===== config.mk =====
export PLATFORM = sky130hd
export DESIGN_NAME = dual_channel_dma_controller
export DESIGN_NICKNAME = d
export VERILOG_FILES = /design/src/dma_pkg.sv /design/src/dual_channel_dma_controller.sv
export SDC_FILE = /design/constraint.sdc
export NUM_CORES = 1
export LEC_CHECK = 0
export BUFFER_PORTS_ARGS = -buffer_cell sky130_fd_sc_hd__buf_2
export CAP_MARGIN = 40
export CELL_PAD_IN_SITES_DETAIL_PLACEMENT = 0
export CELL_PAD_IN_SITES_GLOBAL_PLACEMENT = 1
export CORE_MARGIN = 4
export CORE_UTILIZATION = 50
export CTS_CLUSTER_SIZE = 28
export DETAILED_ROUTE_END_ITERATION = 12
export PLACE_DENSITY = 0.91
export SLEW_MARGIN = 15
export SYNTH_ARGS = -nofsm -noshare
export SYNTH_HDL_FRONTEND = slang
export SYNTH_SLANG_ARGS = --single-unit
export TNS_END_PERCENT = 100

===== constraint.sdc =====
create_clock -name pclk -period 10.7 [get_ports pclk]
set_clock_uncertainty 0.2 [all_clocks]
set_input_delay 0.535 -clock pclk [delete_from_list [all_inputs] [get_ports pclk]]
set_output_delay 0.535 -clock pclk [all_outputs]
set_load 0.02 [all_outputs]

===== src/dma_pkg.sv =====
// Shared constants and types for the two-channel DMA controller
package dma_pkg;

  // Register indices: byte address on APB is four times the index
  localparam logic [3:0] CH0_BASE_HI = 4'hc;
  localparam logic [3:0] CH1_BASE_HI = 4'hd;
  localparam logic [3:0] OFS_SRC_LO = 4'h0;
  localparam logic [3:0] OFS_SRC_HI = 4'h2;
  localparam logic [3:0] OFS_DST_LO = 4'h4;
  localparam logic [3:0] OFS_DST_HI = 4'h6;
  localparam logic [3:0] OFS_COUNT = 4'h8;
  localparam logic [3:0] OFS_CTL = 4'ha;
  localparam logic [7:0] CHAN0_SOURCE_ADDR_LOW = 8'hc0;
  localparam logic [7:0] CHAN0_SOURCE_ADDR_HIGH = 8'hc2;
  localparam logic [7:0] CHAN0_DEST_ADDR_LOW = 8'hc4;
  localparam logic [7:0] CHAN0_DEST_ADDR_HIGH = 8'hc6;
  localparam logic [7:0] CHAN0_TRANSFER_COUNTER = 8'hc8;
  localparam logic [7:0] CHAN0_CONTROL = 8'hca;
  localparam logic [7:0] CHAN1_SOURCE_ADDR_LOW = 8'hd0;
  localparam logic [7:0] CHAN1_SOURCE_ADDR_HIGH = 8'hd2;
  localparam logic [7:0] CHAN1_DEST_ADDR_LOW = 8'hd4;
  localparam logic [7:0] CHAN1_DEST_ADDR_HIGH = 8'hd6;
  localparam logic [7:0] CHAN1_TRANSFER_COUNTER = 8'hd8;
  localparam logic [7:0] CHAN1_CONTROL = 8'hda;

  // Control word bit positions
  localparam int CTL_DST_MEM = 15;
  localparam int CTL_DST_DEC = 14;
  localparam int CTL_DST_INC = 13;
  localparam int CTL_SRC_MEM = 12;
  localparam int CTL_SRC_DEC = 11;
  localparam int CTL_SRC_INC = 10;
  localparam int CTL_STOP_CNT = 9;
  localparam int CTL_IRQ_EN = 8;
  localparam int CTL_SYNC_LO = 6;
  localparam int CTL_PRIO = 5;
  localparam int CTL_TMR_EN = 4;
  localparam int CTL_QUAL = 2;
  localparam int CTL_RUN = 1;
  localparam int CTL_WORD = 0;
  // Bits 3 and 2 are never stored
  localparam logic [15:0] CTL_STORE_MASK = 16'hfff3;
  localparam logic [15:0] CTL_RESET = 16'h0000;

  // Timing counts in clocks
  localparam int BUS_MIN_CLKS = 4;
  localparam int DST_GAP_CLKS = 2;

  typedef enum logic [1:0] {
    SYNC_NONE = 2'b00,
    SYNC_SRC = 2'b01,
    SYNC_DST = 2'b10,
    SYNC_UNUSED = 2'b11
  } sync_e;

  // Gray sequence idle -> fetch -> store -> gap
  typedef enum logic [1:0] {
    ST_IDLE = 2'b00,
    ST_FETCH = 2'b01,
    ST_STORE = 2'b11,
    ST_GAP = 2'b10
  } state_e;

  typedef struct packed {
    logic req;
    logic write;
    logic mem;
    logic word;
    logic [19:0] addr;
    logic [15:0] wdata;
  } bus_req_s;

  localparam bus_req_s BUS_IDLE = '0;

endpackage : dma_pkg


===== src/dual_channel_dma_controller.sv =====
// Two-channel DMA controller with APB register access and local bus master
`timescale 1ns/100ps
module dual_channel_dma_controller #(
  parameter int MIN_BUS_CLKS = dma_pkg::BUS_MIN_CLKS,
  parameter int GAP_CLKS = dma_pkg::DST_GAP_CLKS
) (
  input wire logic pclk,
  input wire logic presetn,
  input wire logic psel,
  input wire logic penable,
  input wire logic pwrite,
  input wire logic [11:0] paddr,
  input wire logic [31:0] pwdata,
  output logic [31:0] prdata,
  output logic pready,
  output logic pslverr,
  input wire logic [1:0] transfer_request,
  input wire logic timer2_req,
  output dma_pkg::bus_req_s bus_o,
  input wire logic bus_ack,
  input wire logic [15:0] bus_rdata,
  output logic [1:0] dma_irq
);
  import dma_pkg::*;

  if (MIN_BUS_CLKS < 2 || MIN_BUS_CLKS > 7) begin : g_bad_bus
    $error("MIN_BUS_CLKS must lie in 2..7");
  end
  if (GAP_CLKS < 1 || GAP_CLKS > 8) begin : g_bad_gap
    $error("GAP_CLKS must lie in 1..8");
  end

  localparam logic [2:0] BUS_LAST = 3'(MIN_BUS_CLKS - 1);
  localparam logic [2:0] GAP_LAST = 3'(GAP_CLKS - 1);

  function automatic logic [19:0] step_addr(input logic [19:0] a, input logic dn,
                                            input logic up, input logic wd);
    logic [19:0] d;
    d = wd ? 20'h00002 : 20'h00001;
    if (up && !dn) begin
      step_addr = a + d;
    end else if (dn && !up) begin
      step_addr = a - d;
    end else begin
      step_addr = a;
    end
  endfunction : step_addr

  logic [19:0] src_q [2];
  logic [19:0] dst_q [2];
  logic [15:0] cnt_q [2];
  logic [15:0] ctl_q [2];
  logic [1:0] rq_s1_q, rq_s2_q, rq_s3_q, rq_q;
  logic [1:0] ready;
  logic [1:0] done;
  logic [1:0] stop;
  logic [1:0] irq_q;
  logic pick, last_q, act_q;
  state_e state_q;
  logic [2:0] bcnt_q;
  logic [2:0] gcnt_q;
  logic ack_q;
  logic bus_fin;
  logic [15:0] data_q;
  bus_req_s bus_q;
  logic [31:0] prdata_q;
  logic pready_q, pslverr_q;
  logic [9:0] idx;
  logic hit, sel_ch, apb_wr;
  logic [3:0] reg_sel;
  logic [15:0] rd_val;
  logic [15:0] cnt_dec;

  // Request pins: three stages, a change counts once stages two and three agree
  always_ff @(posedge pclk or negedge presetn) begin
    if (!presetn) begin
      rq_s1_q <= 2'b00;
      rq_s2_q <= 2'b00;
      rq_s3_q <= 2'b00;
      rq_q <= 2'b00;
    end else begin
      rq_s1_q <= transfer_request;
      rq_s2_q <= rq_s1_q;
      rq_s3_q <= rq_s2_q;
      rq_q <= (rq_s2_q & rq_s3_q) | (rq_q & (rq_s2_q | rq_s3_q));
    end
  end

  // APB decode: index is the byte address over four
  assign idx = paddr[11:2];
  assign reg_sel = idx[3:0];
  assign sel_ch = idx[4];
  assign hit = (paddr[1:0] == 2'b00) && (idx[9:8] == 2'b00) &&
               (idx[7:4] == CH0_BASE_HI || idx[7:4] == CH1_BASE_HI) &&
               !idx[0] && (reg_sel <= OFS_CTL);
  assign apb_wr = psel && penable && pready_q && pwrite && hit;

  always_comb begin
    case (reg_sel)
      OFS_SRC_LO: rd_val = src_q[sel_ch][15:0];
      OFS_SRC_HI: rd_val = {12'h000, src_q[sel_ch][19:16]};
      OFS_DST_LO: rd_val = dst_q[sel_ch][15:0];
      OFS_DST_HI: rd_val = {12'h000, dst_q[sel_ch][19:16]};
      OFS_COUNT: rd_val = cnt_q[sel_ch];
      OFS_CTL: rd_val = ctl_q[sel_ch] & CTL_STORE_MASK;
      default: rd_val = 16'h0000;
    endcase
  end

  // No wait state: ready rises in the first access cycle
  always_ff @(posedge pclk or negedge presetn) begin
    if (!presetn) begin
      pready_q <= 1'b0;
      pslverr_q <= 1'b0;
      prdata_q <= 32'h00000000;
    end else begin
      pready_q <= psel && !penable;
      pslverr_q <= psel && !penable && !hit;
      if (psel && !penable && !pwrite && hit) begin
        prdata_q <= {16'h0000, rd_val};
      end else begin
        prdata_q <= 32'h00000000;
      end
    end
  end

  // End of a bus cycle: acknowledged and minimum length reached
  assign bus_fin = ack_q && (bcnt_q >= BUS_LAST);
  assign cnt_dec = cnt_q[act_q] - 16'h0001;

  genvar ch;
  for (ch = 0; ch < 2; ch++) begin : g_chan
    logic wr;
    logic [15:0] c;
    sync_e sy;
    assign wr = apb_wr && (sel_ch == 1'(ch));
    assign c = ctl_q[ch];
    assign sy = sync_e'(c[CTL_SYNC_LO +: 2]);
    // Timer request is on this clock, so it bypasses the synchroniser
    assign ready[ch] = c[CTL_RUN] && ((sy == SYNC_NONE) ||
                       ((sy == SYNC_SRC || sy == SYNC_DST) &&
                        (rq_q[ch] || (c[CTL_TMR_EN] && timer2_req))));
    assign done[ch] = (state_q == ST_STORE) && bus_fin && (act_q == 1'(ch));
    assign stop[ch] = done[ch] && (cnt_dec == 16'h0000) &&
                      (c[CTL_STOP_CNT] || sy == SYNC_NONE);

    // Software writes win over the engine's step in the same cycle
    always_ff @(posedge pclk or negedge presetn) begin
      if (!presetn) begin
        src_q[ch] <= 20'h00000;
      end else if (wr && reg_sel == OFS_SRC_LO) begin
        src_q[ch][15:0] <= pwdata[15:0];
      end else if (wr && reg_sel == OFS_SRC_HI) begin
        src_q[ch][19:16] <= pwdata[3:0];
      end else if (done[ch]) begin
        src_q[ch] <= step_addr(src_q[ch], c[CTL_SRC_DEC], c[CTL_SRC_INC],
                               c[CTL_WORD]);
      end
    end

    always_ff @(posedge pclk or negedge presetn) begin
      if (!presetn) begin
        dst_q[ch] <= 20'h00000;
      end else if (wr && reg_sel == OFS_DST_LO) begin
        dst_q[ch][15:0] <= pwdata[15:0];
      end else if (wr && reg_sel == OFS_DST_HI) begin
        dst_q[ch][19:16] <= pwdata[3:0];
      end else if (done[ch]) begin
        dst_q[ch] <= step_addr(dst_q[ch], c[CTL_DST_DEC], c[CTL_DST_INC],
                               c[CTL_WORD]);
      end
    end

    // Count always decrements, wrapping from zero gives a 64K run
    always_ff @(posedge pclk or negedge presetn) begin
      if (!presetn) begin
        cnt_q[ch] <= 16'h0000;
      end else if (wr && reg_sel == OFS_COUNT) begin
        cnt_q[ch] <= pwdata[15:0];
      end else if (done[ch]) begin
        cnt_q[ch] <= cnt_dec;
      end
    end

    always_ff @(posedge pclk or negedge presetn) begin
      if (!presetn) begin
        ctl_q[ch] <= CTL_RESET;
      end else if (wr && reg_sel == OFS_CTL) begin
        ctl_q[ch] <= pwdata[15:0] & CTL_STORE_MASK;
        ctl_q[ch][CTL_RUN] <= pwdata[CTL_QUAL] ? pwdata[CTL_RUN] : c[CTL_RUN];
      end else if (stop[ch]) begin
        ctl_q[ch][CTL_RUN] <= 1'b0;
      end
    end

    always_ff @(posedge pclk or negedge presetn) begin
      if (!presetn) begin
        irq_q[ch] <= 1'b0;
      end else begin
        irq_q[ch] <= stop[ch] && c[CTL_IRQ_EN];
      end
    end
  end

  // Fixed priority when levels differ, alternate when equal
  always_comb begin
    if (ready == 2'b11) begin
      if (ctl_q[0][CTL_PRIO] != ctl_q[1][CTL_PRIO]) begin
        pick = ctl_q[1][CTL_PRIO];
      end else begin
        pick = !last_q;
      end
    end else begin
      pick = ready[1];
    end
  end

  // Engine: one channel at a time owns the local bus
  always_ff @(posedge pclk or negedge presetn) begin
    if (!presetn) begin
      state_q <= ST_IDLE;
      act_q <= 1'b0;
      last_q <= 1'b1;
      bcnt_q <= 3'h0;
      gcnt_q <= 3'h0;
      ack_q <= 1'b0;
      data_q <= 16'h0000;
      bus_q <= BUS_IDLE;
    end else begin
      case (state_q)
        ST_IDLE: begin
          if (ready != 2'b00) begin
            act_q <= pick;
            last_q <= pick;
            state_q <= ST_FETCH;
            bcnt_q <= 3'h0;
            ack_q <= 1'b0;
            bus_q.req <= 1'b1;
            bus_q.write <= 1'b0;
            bus_q.mem <= ctl_q[pick][CTL_SRC_MEM];
            bus_q.word <= ctl_q[pick][CTL_WORD];
            bus_q.addr <= src_q[pick];
          end
        end
        ST_FETCH: begin
          if (bcnt_q != 3'h7) begin
            bcnt_q <= bcnt_q + 3'h1;
          end
          if (bus_q.req && bus_ack) begin
            data_q <= bus_rdata;
            bus_q.req <= 1'b0;
            ack_q <= 1'b1;
          end
          if (bus_fin) begin
            state_q <= ST_STORE;
            bcnt_q <= 3'h0;
            ack_q <= 1'b0;
            bus_q.req <= 1'b1;
            bus_q.write <= 1'b1;
            bus_q.mem <= ctl_q[act_q][CTL_DST_MEM];
            bus_q.word <= ctl_q[act_q][CTL_WORD];
            bus_q.addr <= dst_q[act_q];
            bus_q.wdata <= data_q;
          end
        end
        ST_STORE: begin
          if (bcnt_q != 3'h7) begin
            bcnt_q <= bcnt_q + 3'h1;
          end
          if (bus_q.req && bus_ack) begin
            bus_q.req <= 1'b0;
            ack_q <= 1'b1;
          end
          if (bus_fin) begin
            bus_q.write <= 1'b0;
            gcnt_q <= 3'h0;
            // Destination mode releases the bus so the request can fall
            if (ctl_q[act_q][CTL_SYNC_LO +: 2] == SYNC_DST) begin
              state_q <= ST_GAP;
            end else begin
              state_q <= ST_IDLE;
            end
          end
        end
        ST_GAP: begin
          gcnt_q <= gcnt_q + 3'h1;
          if (gcnt_q == GAP_LAST) begin
            state_q <= ST_IDLE;
          end
        end
        default: begin
          state_q <= ST_IDLE;
          bus_q <= BUS_IDLE;
        end
      endcase
    end
  end

  assign prdata = prdata_q;
  assign pready = pready_q;
  assign pslverr = pslverr_q;
  assign bus_o = bus_q;
  assign dma_irq = irq_q;

endmodule : dual_channel_dma_controller


* Word-level counts from Yosys, hierarchy flattened
Cells that the tools add are included.
Widths: inputs -> output; s select.
** Word-level totals
- Input port bits :: 69
- Bits in registers :: 251
- Logic and storage cells :: 304
** Cells by class
- Equal/unequal tests :: 29
- Bitwise gates (word level) :: 13
- Add/subtract/negate cells :: 11
- Muxes and demuxes :: 88
- $lt $le $gt $ge :: 5
- Reduce and logical (&&, ||, !) cells :: 122
** Operators with widths (number)
- $mux 20 :: 24
- $mux 16 :: 25
- $pmux 16 s6 :: 1
- $logic_and 1x1->1 :: 51
- $pmux 22 s2 :: 1
- $add 20x2->20 :: 2
- $add 20x20->20 :: 2
- $mux 40 :: 1
- $sub 20x2->20 :: 2
- $sub 20x20->20 :: 2
- $mux 13 :: 3
- $reduce_bool 2->1 :: 15
- $reduce_and 3->1 :: 9
- $reduce_bool 3->1 :: 9
- $mux 24 :: 1
- $ne 2x2->1 const B :: 10
- $eq 4x4->1 const B :: 4
- $logic_not 16->1 :: 1
- $mux 4 :: 4
- $sub 16x1->16 const B :: 1
- $mux 2 :: 7
- $reduce_and 2->1 :: 7
- $logic_not 1->1 :: 13
- $eq 2x2->1 const B :: 6
- 25 further kinds :: 67

* Depth between registers and ports, before layout
- Word-level depth :: 13
- Mapped depth :: 13
- Mapped depth without buffers :: 11

* Worst setup path before layout
Ideal clock, no wire load.
- Path type :: register -> register
- From :: reg act_q
- To :: reg ctl_q, in the netlist g_chan[1].c[1]
- Setup time :: 132 ps
- Buffers on the path :: 4
- Setup slack :: 7055 ps
- Arrival time :: 3313 ps
- Data required time :: 10368 ps
- Clock period less this slack :: 3645 ps
- Stages on the path, launching flop included :: 14
- Path through :: dfrtp_1 buf_2 buf_2 buf_2 buf_1 mux2i_1 ha_1 nand2_1 nor2_1 xor2_1 nor4bb_1 nand4b_2 o311ai_1 o21ai_1
** Between the ends
- Longest elaborated chain between the ends :: 10
** Ends and longest elaborated chain
- start, declared :: line dual_channel_dma_controller.sv:58 : logic pick, last_q, act_q;
- start signal, assigned :: line dual_channel_dma_controller.sv:233 : act_q <= pick;
- $not 1->2 (implied by the code) :: line dual_channel_dma_controller.sv:129 : assign cnt_dec = cnt_q[act_q] - 16'h0001;
- $mux 16 (implied by the code) (3 in series) :: line dual_channel_dma_controller.sv:129
- $sub 16x1->16 :: line dual_channel_dma_controller.sv:129
- $logic_not 16->1 :: line dual_channel_dma_controller.sv:144 : assign stop[ch] = done[ch] && (cnt_dec == 16'h0000) &&
- $logic_and 1x1->1 (*) (2 in series) :: line dual_channel_dma_controller.sv:144
- $reduce_bool 2->1 (no source line) (*)
- $reduce_and 2->1 (no source line) (*)
- end signal, assigned by index :: line dual_channel_dma_controller.sv:189 : ctl_q[ch] <= pwdata[15:0] & CTL_STORE_MASK;
- end signal, assigned by index :: line dual_channel_dma_controller.sv:190 : ctl_q[ch][CTL_RUN] <= pwdata[CTL_QUAL] ? pwdata[CTL_RUN] : c[CTL_RUN];
- end, declared :: line dual_channel_dma_controller.sv:52 : logic [15:0] ctl_q [2];
Mark *: on every way between the ends. The rest lies on a longest branch, timed or not. The select of a mux whose other input is x is not followed.
A chain may end at the register's enable or synchronous reset.

* Final worst setup path
- From :: reg ctl_q, in the netlist g_chan[0].c[11]
- To :: reg src_q[34] (netlist name)
** Between the ends
- Longest elaborated chain between the ends :: 6
** Ends and longest elaborated chain
- $logic_not 1->1 :: line dual_channel_dma_controller.sv:40 : if (up && !dn) begin
- $logic_and 1x1->1 :: line dual_channel_dma_controller.sv:40
- $mux 20 :: line dual_channel_dma_controller.sv:40
- $mux 20 :: line dual_channel_dma_controller.sv:155 : end else if (done[ch]) begin
- $mux 16 :: line dual_channel_dma_controller.sv:153 : end else if (wr && reg_sel == OFS_SRC_HI) begin
- $mux 16 :: line dual_channel_dma_controller.sv:151 : end else if (wr && reg_sel == OFS_SRC_LO) begin
- end signal, assigned by index :: line dual_channel_dma_controller.sv:152 : src_q[ch][15:0] <= pwdata[15:0];
- end signal, assigned by index :: line dual_channel_dma_controller.sv:154 : src_q[ch][19:16] <= pwdata[3:0];
- end signal, assigned by index :: line dual_channel_dma_controller.sv:156 : src_q[ch] <= step_addr(src_q[ch], c[CTL_SRC_DEC], c[CTL_SRC_INC],
- end, declared :: line dual_channel_dma_controller.sv:49 : logic [19:0] src_q [2];
Parallel ways exist; a longest one is shown, timed or not. The select of a mux whose other input is x is not followed.

==> tab_implementation.tex <==
\begin{tabular}{lr}
\hline
Metric & Value \\
\hline
\multicolumn{2}{l}{\textbf{Placed design}} \\
I/O Buffers & 112 \\
DP Area & 0.0168 mm\^{}2 \\
Setup WS pre-CTS & 6.38 ns \\
Count of placed standard cells including taps & 2194 \\
Hpwl dp & 36500 um \\
Final weighted congestion in routability-driven placement & 0.972 \\
\multicolumn{2}{l}{\textbf{Layout}} \\
Util after Layout & 0.580 \\
Number of nets at the end of the flow & 2000 \\
Fillers & 2732 \\
Fraction of final layout cells sized beyond drive strength 1 & 0.149 \\
Finished Layout Cells & 2260 \\
\# diodes & 0 \\
Post-Layout Inst Area & 0.0179 mm\^{}2 \\
Synth-to-layout area growth & 13.1\% \\
\multicolumn{2}{l}{\textbf{Timing}} \\
Transition at the pin with the smallest max-transition slack & 0.885 ns \\
Worst Hold Margin & 0.0146 ns \\
Final hold violations & 0 \\
FMAX & 0.249 GHz \\
Min Tclk post-route & 4.01 ns \\
RSZ-0062 raised after global routing & false \\
Period utilization & 0.375 \\
Post-Route Setup TNS & 0 ns \\
Headroom to the max-slew limit & 0.408 \\
Max-slew violations & 0 \\
Minimum setup slack in the final design & 6.69 ns \\
Setup-failing EPs final & 0 \\
\multicolumn{2}{l}{\textbf{Critical path}} \\
Highest fanout seen on the critical path & 19 \\
Class of the most critical setup path & flop to flop \\
Crit path capture type & flop \\
Top cell family by delay on the critical path & compound AO/OA/AOI/OAI gates \\
Critical Path, Cell by Cell & nor2b\_1 > inv\_1 > ha\_1 > a21oi\_1 > o21ai\_0 > a311o\_1 > a21oi\_1 > a21oi\_1 > a211o\_1 > xor2\_1 > a221o\_1 \\
Critical Path Max Stage Delay & 0.50 ns \\
Cell with the biggest individual delay on the critical path & sky130\_fd\_sc\_hd\_\_ha\_1 \\
Most used cell, CP & sky130\_fd\_sc\_hd\_\_a21oi\_1 \\
Worst Path Arrival & 4.25 ns \\
Data required, critical path & 10.93 ns \\
Critical path startpoint category & flop \\
Buffers and inverters on the worst path & 1 \\
\multicolumn{2}{l}{\textbf{Die}} \\
Die span in x & 186 um \\
Number of top-level design ports & 145 \\
Initial core utilization & 0.513 \\
Num rows & 64 \\
Core footprint & 0.0309 mm\^{}2 \\
Die footprint & 0.0346 mm\^{}2 \\
Chip Height & 186 um \\
\multicolumn{2}{l}{\textbf{GRT}} \\
Number of antenna violations at the first check in global routing & 1 \\
Met1 Usage GRT & 0.389 \\
Global-route wire length before repair & 78200 um \\
Met2 Resource Use GR & 0.454 \\
Global-route met3 utilization & 0.0520 \\
Aggregate global-route resource usage & 0.290 \\
Maximum number of pins on one net before global-route repair & 110 \\
Number of global-route vias before repair & 13635 \\
Overflow left after global routing & 0 \\
Busiest metal layer after global routing & met2 \\
\multicolumn{2}{l}{\textbf{Outcome}} \\
Outcome & completed \\
\multicolumn{2}{l}{\textbf{Synthesis}} \\
Leading cell type by number of instances after synthesis & sky130\_fd\_sc\_hd\_\_dfrtp\_1 \\
Number of warning messages in the yosys log & 0 \\
EDFF count, synth & 0 \\
Netlist Area Pre-Place & 0.0159 mm\^{}2 \\
Most used flip-flop cell after synthesis & sky130\_fd\_sc\_hd\_\_dfrtp\_1 \\
Area fraction in and, or, nand and nor cells after synthesis & 0.144 \\
Synth Instances & 1747 \\
Dominant combinational cell family by area after synthesis & compound AO/OA/AOI/OAI gates \\
Top post-synthesis cells by count & 234 x sky130\_fd\_sc\_hd\_\_dfrtp\_1, 202 x sky130\_fd\_sc\_hd\_\_nand2\_1, 164 x sky130\_fd\_sc\_hd\_\_o21ai\_0, 128 x sky130\_fd\_sc\_hd\_\_a21oi\_1, 122 x sky130\_fd\_sc\_hd\_\_nor2\_1 \\
Post-synth top area share & 0.369 \\
Average instance area after synthesis & 9.07 um\^{}2 \\
Dominant cell type by area after synthesis & sky130\_fd\_sc\_hd\_\_dfrtp\_1 \\
Post-synthesis sequential element count & 235 \\
Share of synthesized area spent on multiplexers & 0.115 \\
Share of flip-flops with an asynchronous set or reset & 1.00 \\
Synth Area in XOR/XNOR & 0.0414 \\
Cell types with the largest area share after synthesis & sky130\_fd\_sc\_hd\_\_dfrtp\_1 37\%, sky130\_fd\_sc\_hd\_\_mux2i\_1 7.2\%, sky130\_fd\_sc\_hd\_\_ha\_1 6.6\%, sky130\_fd\_sc\_hd\_\_o21ai\_0 5.2\%, sky130\_fd\_sc\_hd\_\_nand2\_1 4.8\% \\
Post-synthesis cell type count & 83 \\
Share of the synthesized area in compound gates (AO/OA/AOI/OAI) & 0.219 \\
Post-synthesis share of cell area spent on full adders, half adders and majority gates & 0.0718 \\
Fraction of the yosys area taken by sequential cells & 0.371 \\
\multicolumn{2}{l}{\textbf{Clock tree}} \\
Number of cells upsized or downsized after cts & 0 \\
Clock H-tree levels & 1 \\
Postcts setup bufs & 0 \\
Clock slew at the register clock pins of the worst setup and hold paths & 0.06 ns \\
Clock net sink count & 235 \\
Root Buffer & sky130\_fd\_sc\_hd\_\_clkbuf\_16 \\
Number of buffers between clock root and the deepest sink & 3 \\
TritonCTS clock tree & built \\
TritonCTS buffer count & 27 \\
Worst-Skew Late Latency & 0.56 ns \\
\multicolumn{2}{l}{\textbf{Drt}} \\
Total via count after detailed routing & 14188 \\
Via density per instance & 6.28 \\
Post-route antenna net violation count & 0 \\
First DRT Iteration DRCs & 1293 \\
Pre-antenna DRT Iters & 9 \\
Routed length per placed instance & 22.6 um \\
DRC violations left & 0 \\
Wire length reported by the detailed router & 51000 um \\
\multicolumn{2}{l}{\textbf{Pwr}} \\
Worst vdd ir & 0.121 mV \\
Static Leak & 8.04 nW \\
Final total power & 1.99 mW \\
Pwr/cell area & 111 mW/mm\^{}2 \\
\multicolumn{2}{l}{\textbf{Worst hold path}} \\
Worst Hold Class & input pin to flop \\
\multicolumn{2}{l}{\textbf{Run}} \\
Max cap viols & 0 \\
\hline
\end{tabular}
[worst reg2reg max path, cell delays in order (launching register included)]
cell and delay (ns):
sky130_fd_sc_hd__dfrtp_1 0.42, sky130_fd_sc_hd__nor2b_1 0.38, sky130_fd_sc_hd__inv_1 0.46, sky130_fd_sc_hd__ha_1 0.51
sky130_fd_sc_hd__a21oi_1 0.17, sky130_fd_sc_hd__o21ai_0 0.19, sky130_fd_sc_hd__a311o_1 0.40, sky130_fd_sc_hd__a21oi_1 0.29
sky130_fd_sc_hd__a21oi_1 0.13, sky130_fd_sc_hd__a211o_1 0.29, sky130_fd_sc_hd__xor2_1 0.14, sky130_fd_sc_hd__a221o_1 0.31
[final cells by class]
class,count,area (um^2),share of cell area
Clock inverter,15,229,0.0128
Tap cell,396,495,0.0276
Inverter,31,116,0.00649
Multi-Input combinational cell,1395,9480,0.529
Clock buffer,34,732,0.0408
Timing Repair Buffer,154,998,0.0557
Sequential cell,235,5880,0.328
[what timing repair did]
action / 4_1_cts / 5_1_grt
endpoints found under the setup margin: 0 / 0
hold endpoints to repair: 119 / 0
hold buffers: 13 / 0
[logic make-up (layout without fill, tap and decap cells)]
logic type	after synthesis	in the layout
AOI/OAI and AO/OA	545	545
and+or+nand+nor	497	497
DFF	235	235
muxes	173	173
buffers and inverters	132	234
adders and majority gates	89	89
xor gates and xnor gates	75	75
other	1	16
[cell usage in the layout (no fill, tap or decap), drive strengths merged, types with 6 or more instances in the layout]
cell / synthesis / layout
nand3: 34 / 34
xor2: 30 / 30
o21ai: 172 / 172
nor2: 124 / 124
o211ai: 7 / 7
xnor2: 45 / 45
nor2b: 13 / 13
and3: 11 / 11
ha: 83 / 83
and2: 7 / 7
dlygate4sd3: 0 / 13
a22oi: 32 / 32
mux2: 56 / 56
a21oi: 128 / 128
nor3: 44 / 44
nand4: 10 / 10
inv: 30 / 33
mux2i: 117 / 117
dfrtp: 234 / 234
nand2b: 17 / 17
o31ai: 8 / 8
nor4: 7 / 7
o21bai: 13 / 13
or3: 12 / 12
a31oi: 16 / 16
clkbuf: 67 / 34
o21a: 22 / 22
a21o: 30 / 30
conb: 1 / 16
buf: 34 / 141
o22ai: 21 / 21
nand2: 202 / 202
a211oi: 15 / 15
o22a: 21 / 21
a221oi: 21 / 21
clkinv: 1 / 7
nor3b: 6 / 6
[state kept, by name, summed over array words and instances, names as in the netlist]
signal    cells
dst_q        40
last_q        1
act_q         1
data_q       16
rq_s2_q       2
pslverr       1
bcnt_q        3
bus_o        40
gcnt_q        3
pready        1
rq_s1_q       2
g_chan.c     28
src_q        40
ack_q         1
rq_q          2
state_q       2
dma_irq       2
cnt_q        32
rq_s3_q       2
prdata       16
[where the power goes]
part	internal (mW)	switching, mW
Combinational	0.0238	0.0702
Clock	0.609	0.397
Sequential	0.891	0.00135
[layer usage]
metal / up-vias / share of wire
met3: 174 / 0.081
met2: 610 / 0.44
met1: 6815 / 0.41
li1: 6587 / -
met5: - / 0.00033
met4: 2 / 0.062
[path summary, 6_finish.rpt]
| kind | startpoint | slack, ns | endpoint | cells past startpoint |
|---|---|---|---|---|
| setup / recovery | g_chan[0].c[11] | 6.69 | src_q[34] | 11 |
| hold / removal | bus_rdata[10] | 0.01 | data_q[10] | 2 |
| setup reg to reg | g_chan[0].c[11] | 6.69 | src_q[34] | 11 |
| hold reg to reg | rq_s1_q[1] | 0.16 | rq_s2_q[1] | 0 |
| max in group asynchronous | presetn | 8.72 | pready | 4 |
| min in group asynchronous | presetn | 0.43 | bus_o[12] | 2 |
Note: power is estimated with default switching activity, not from simulation.
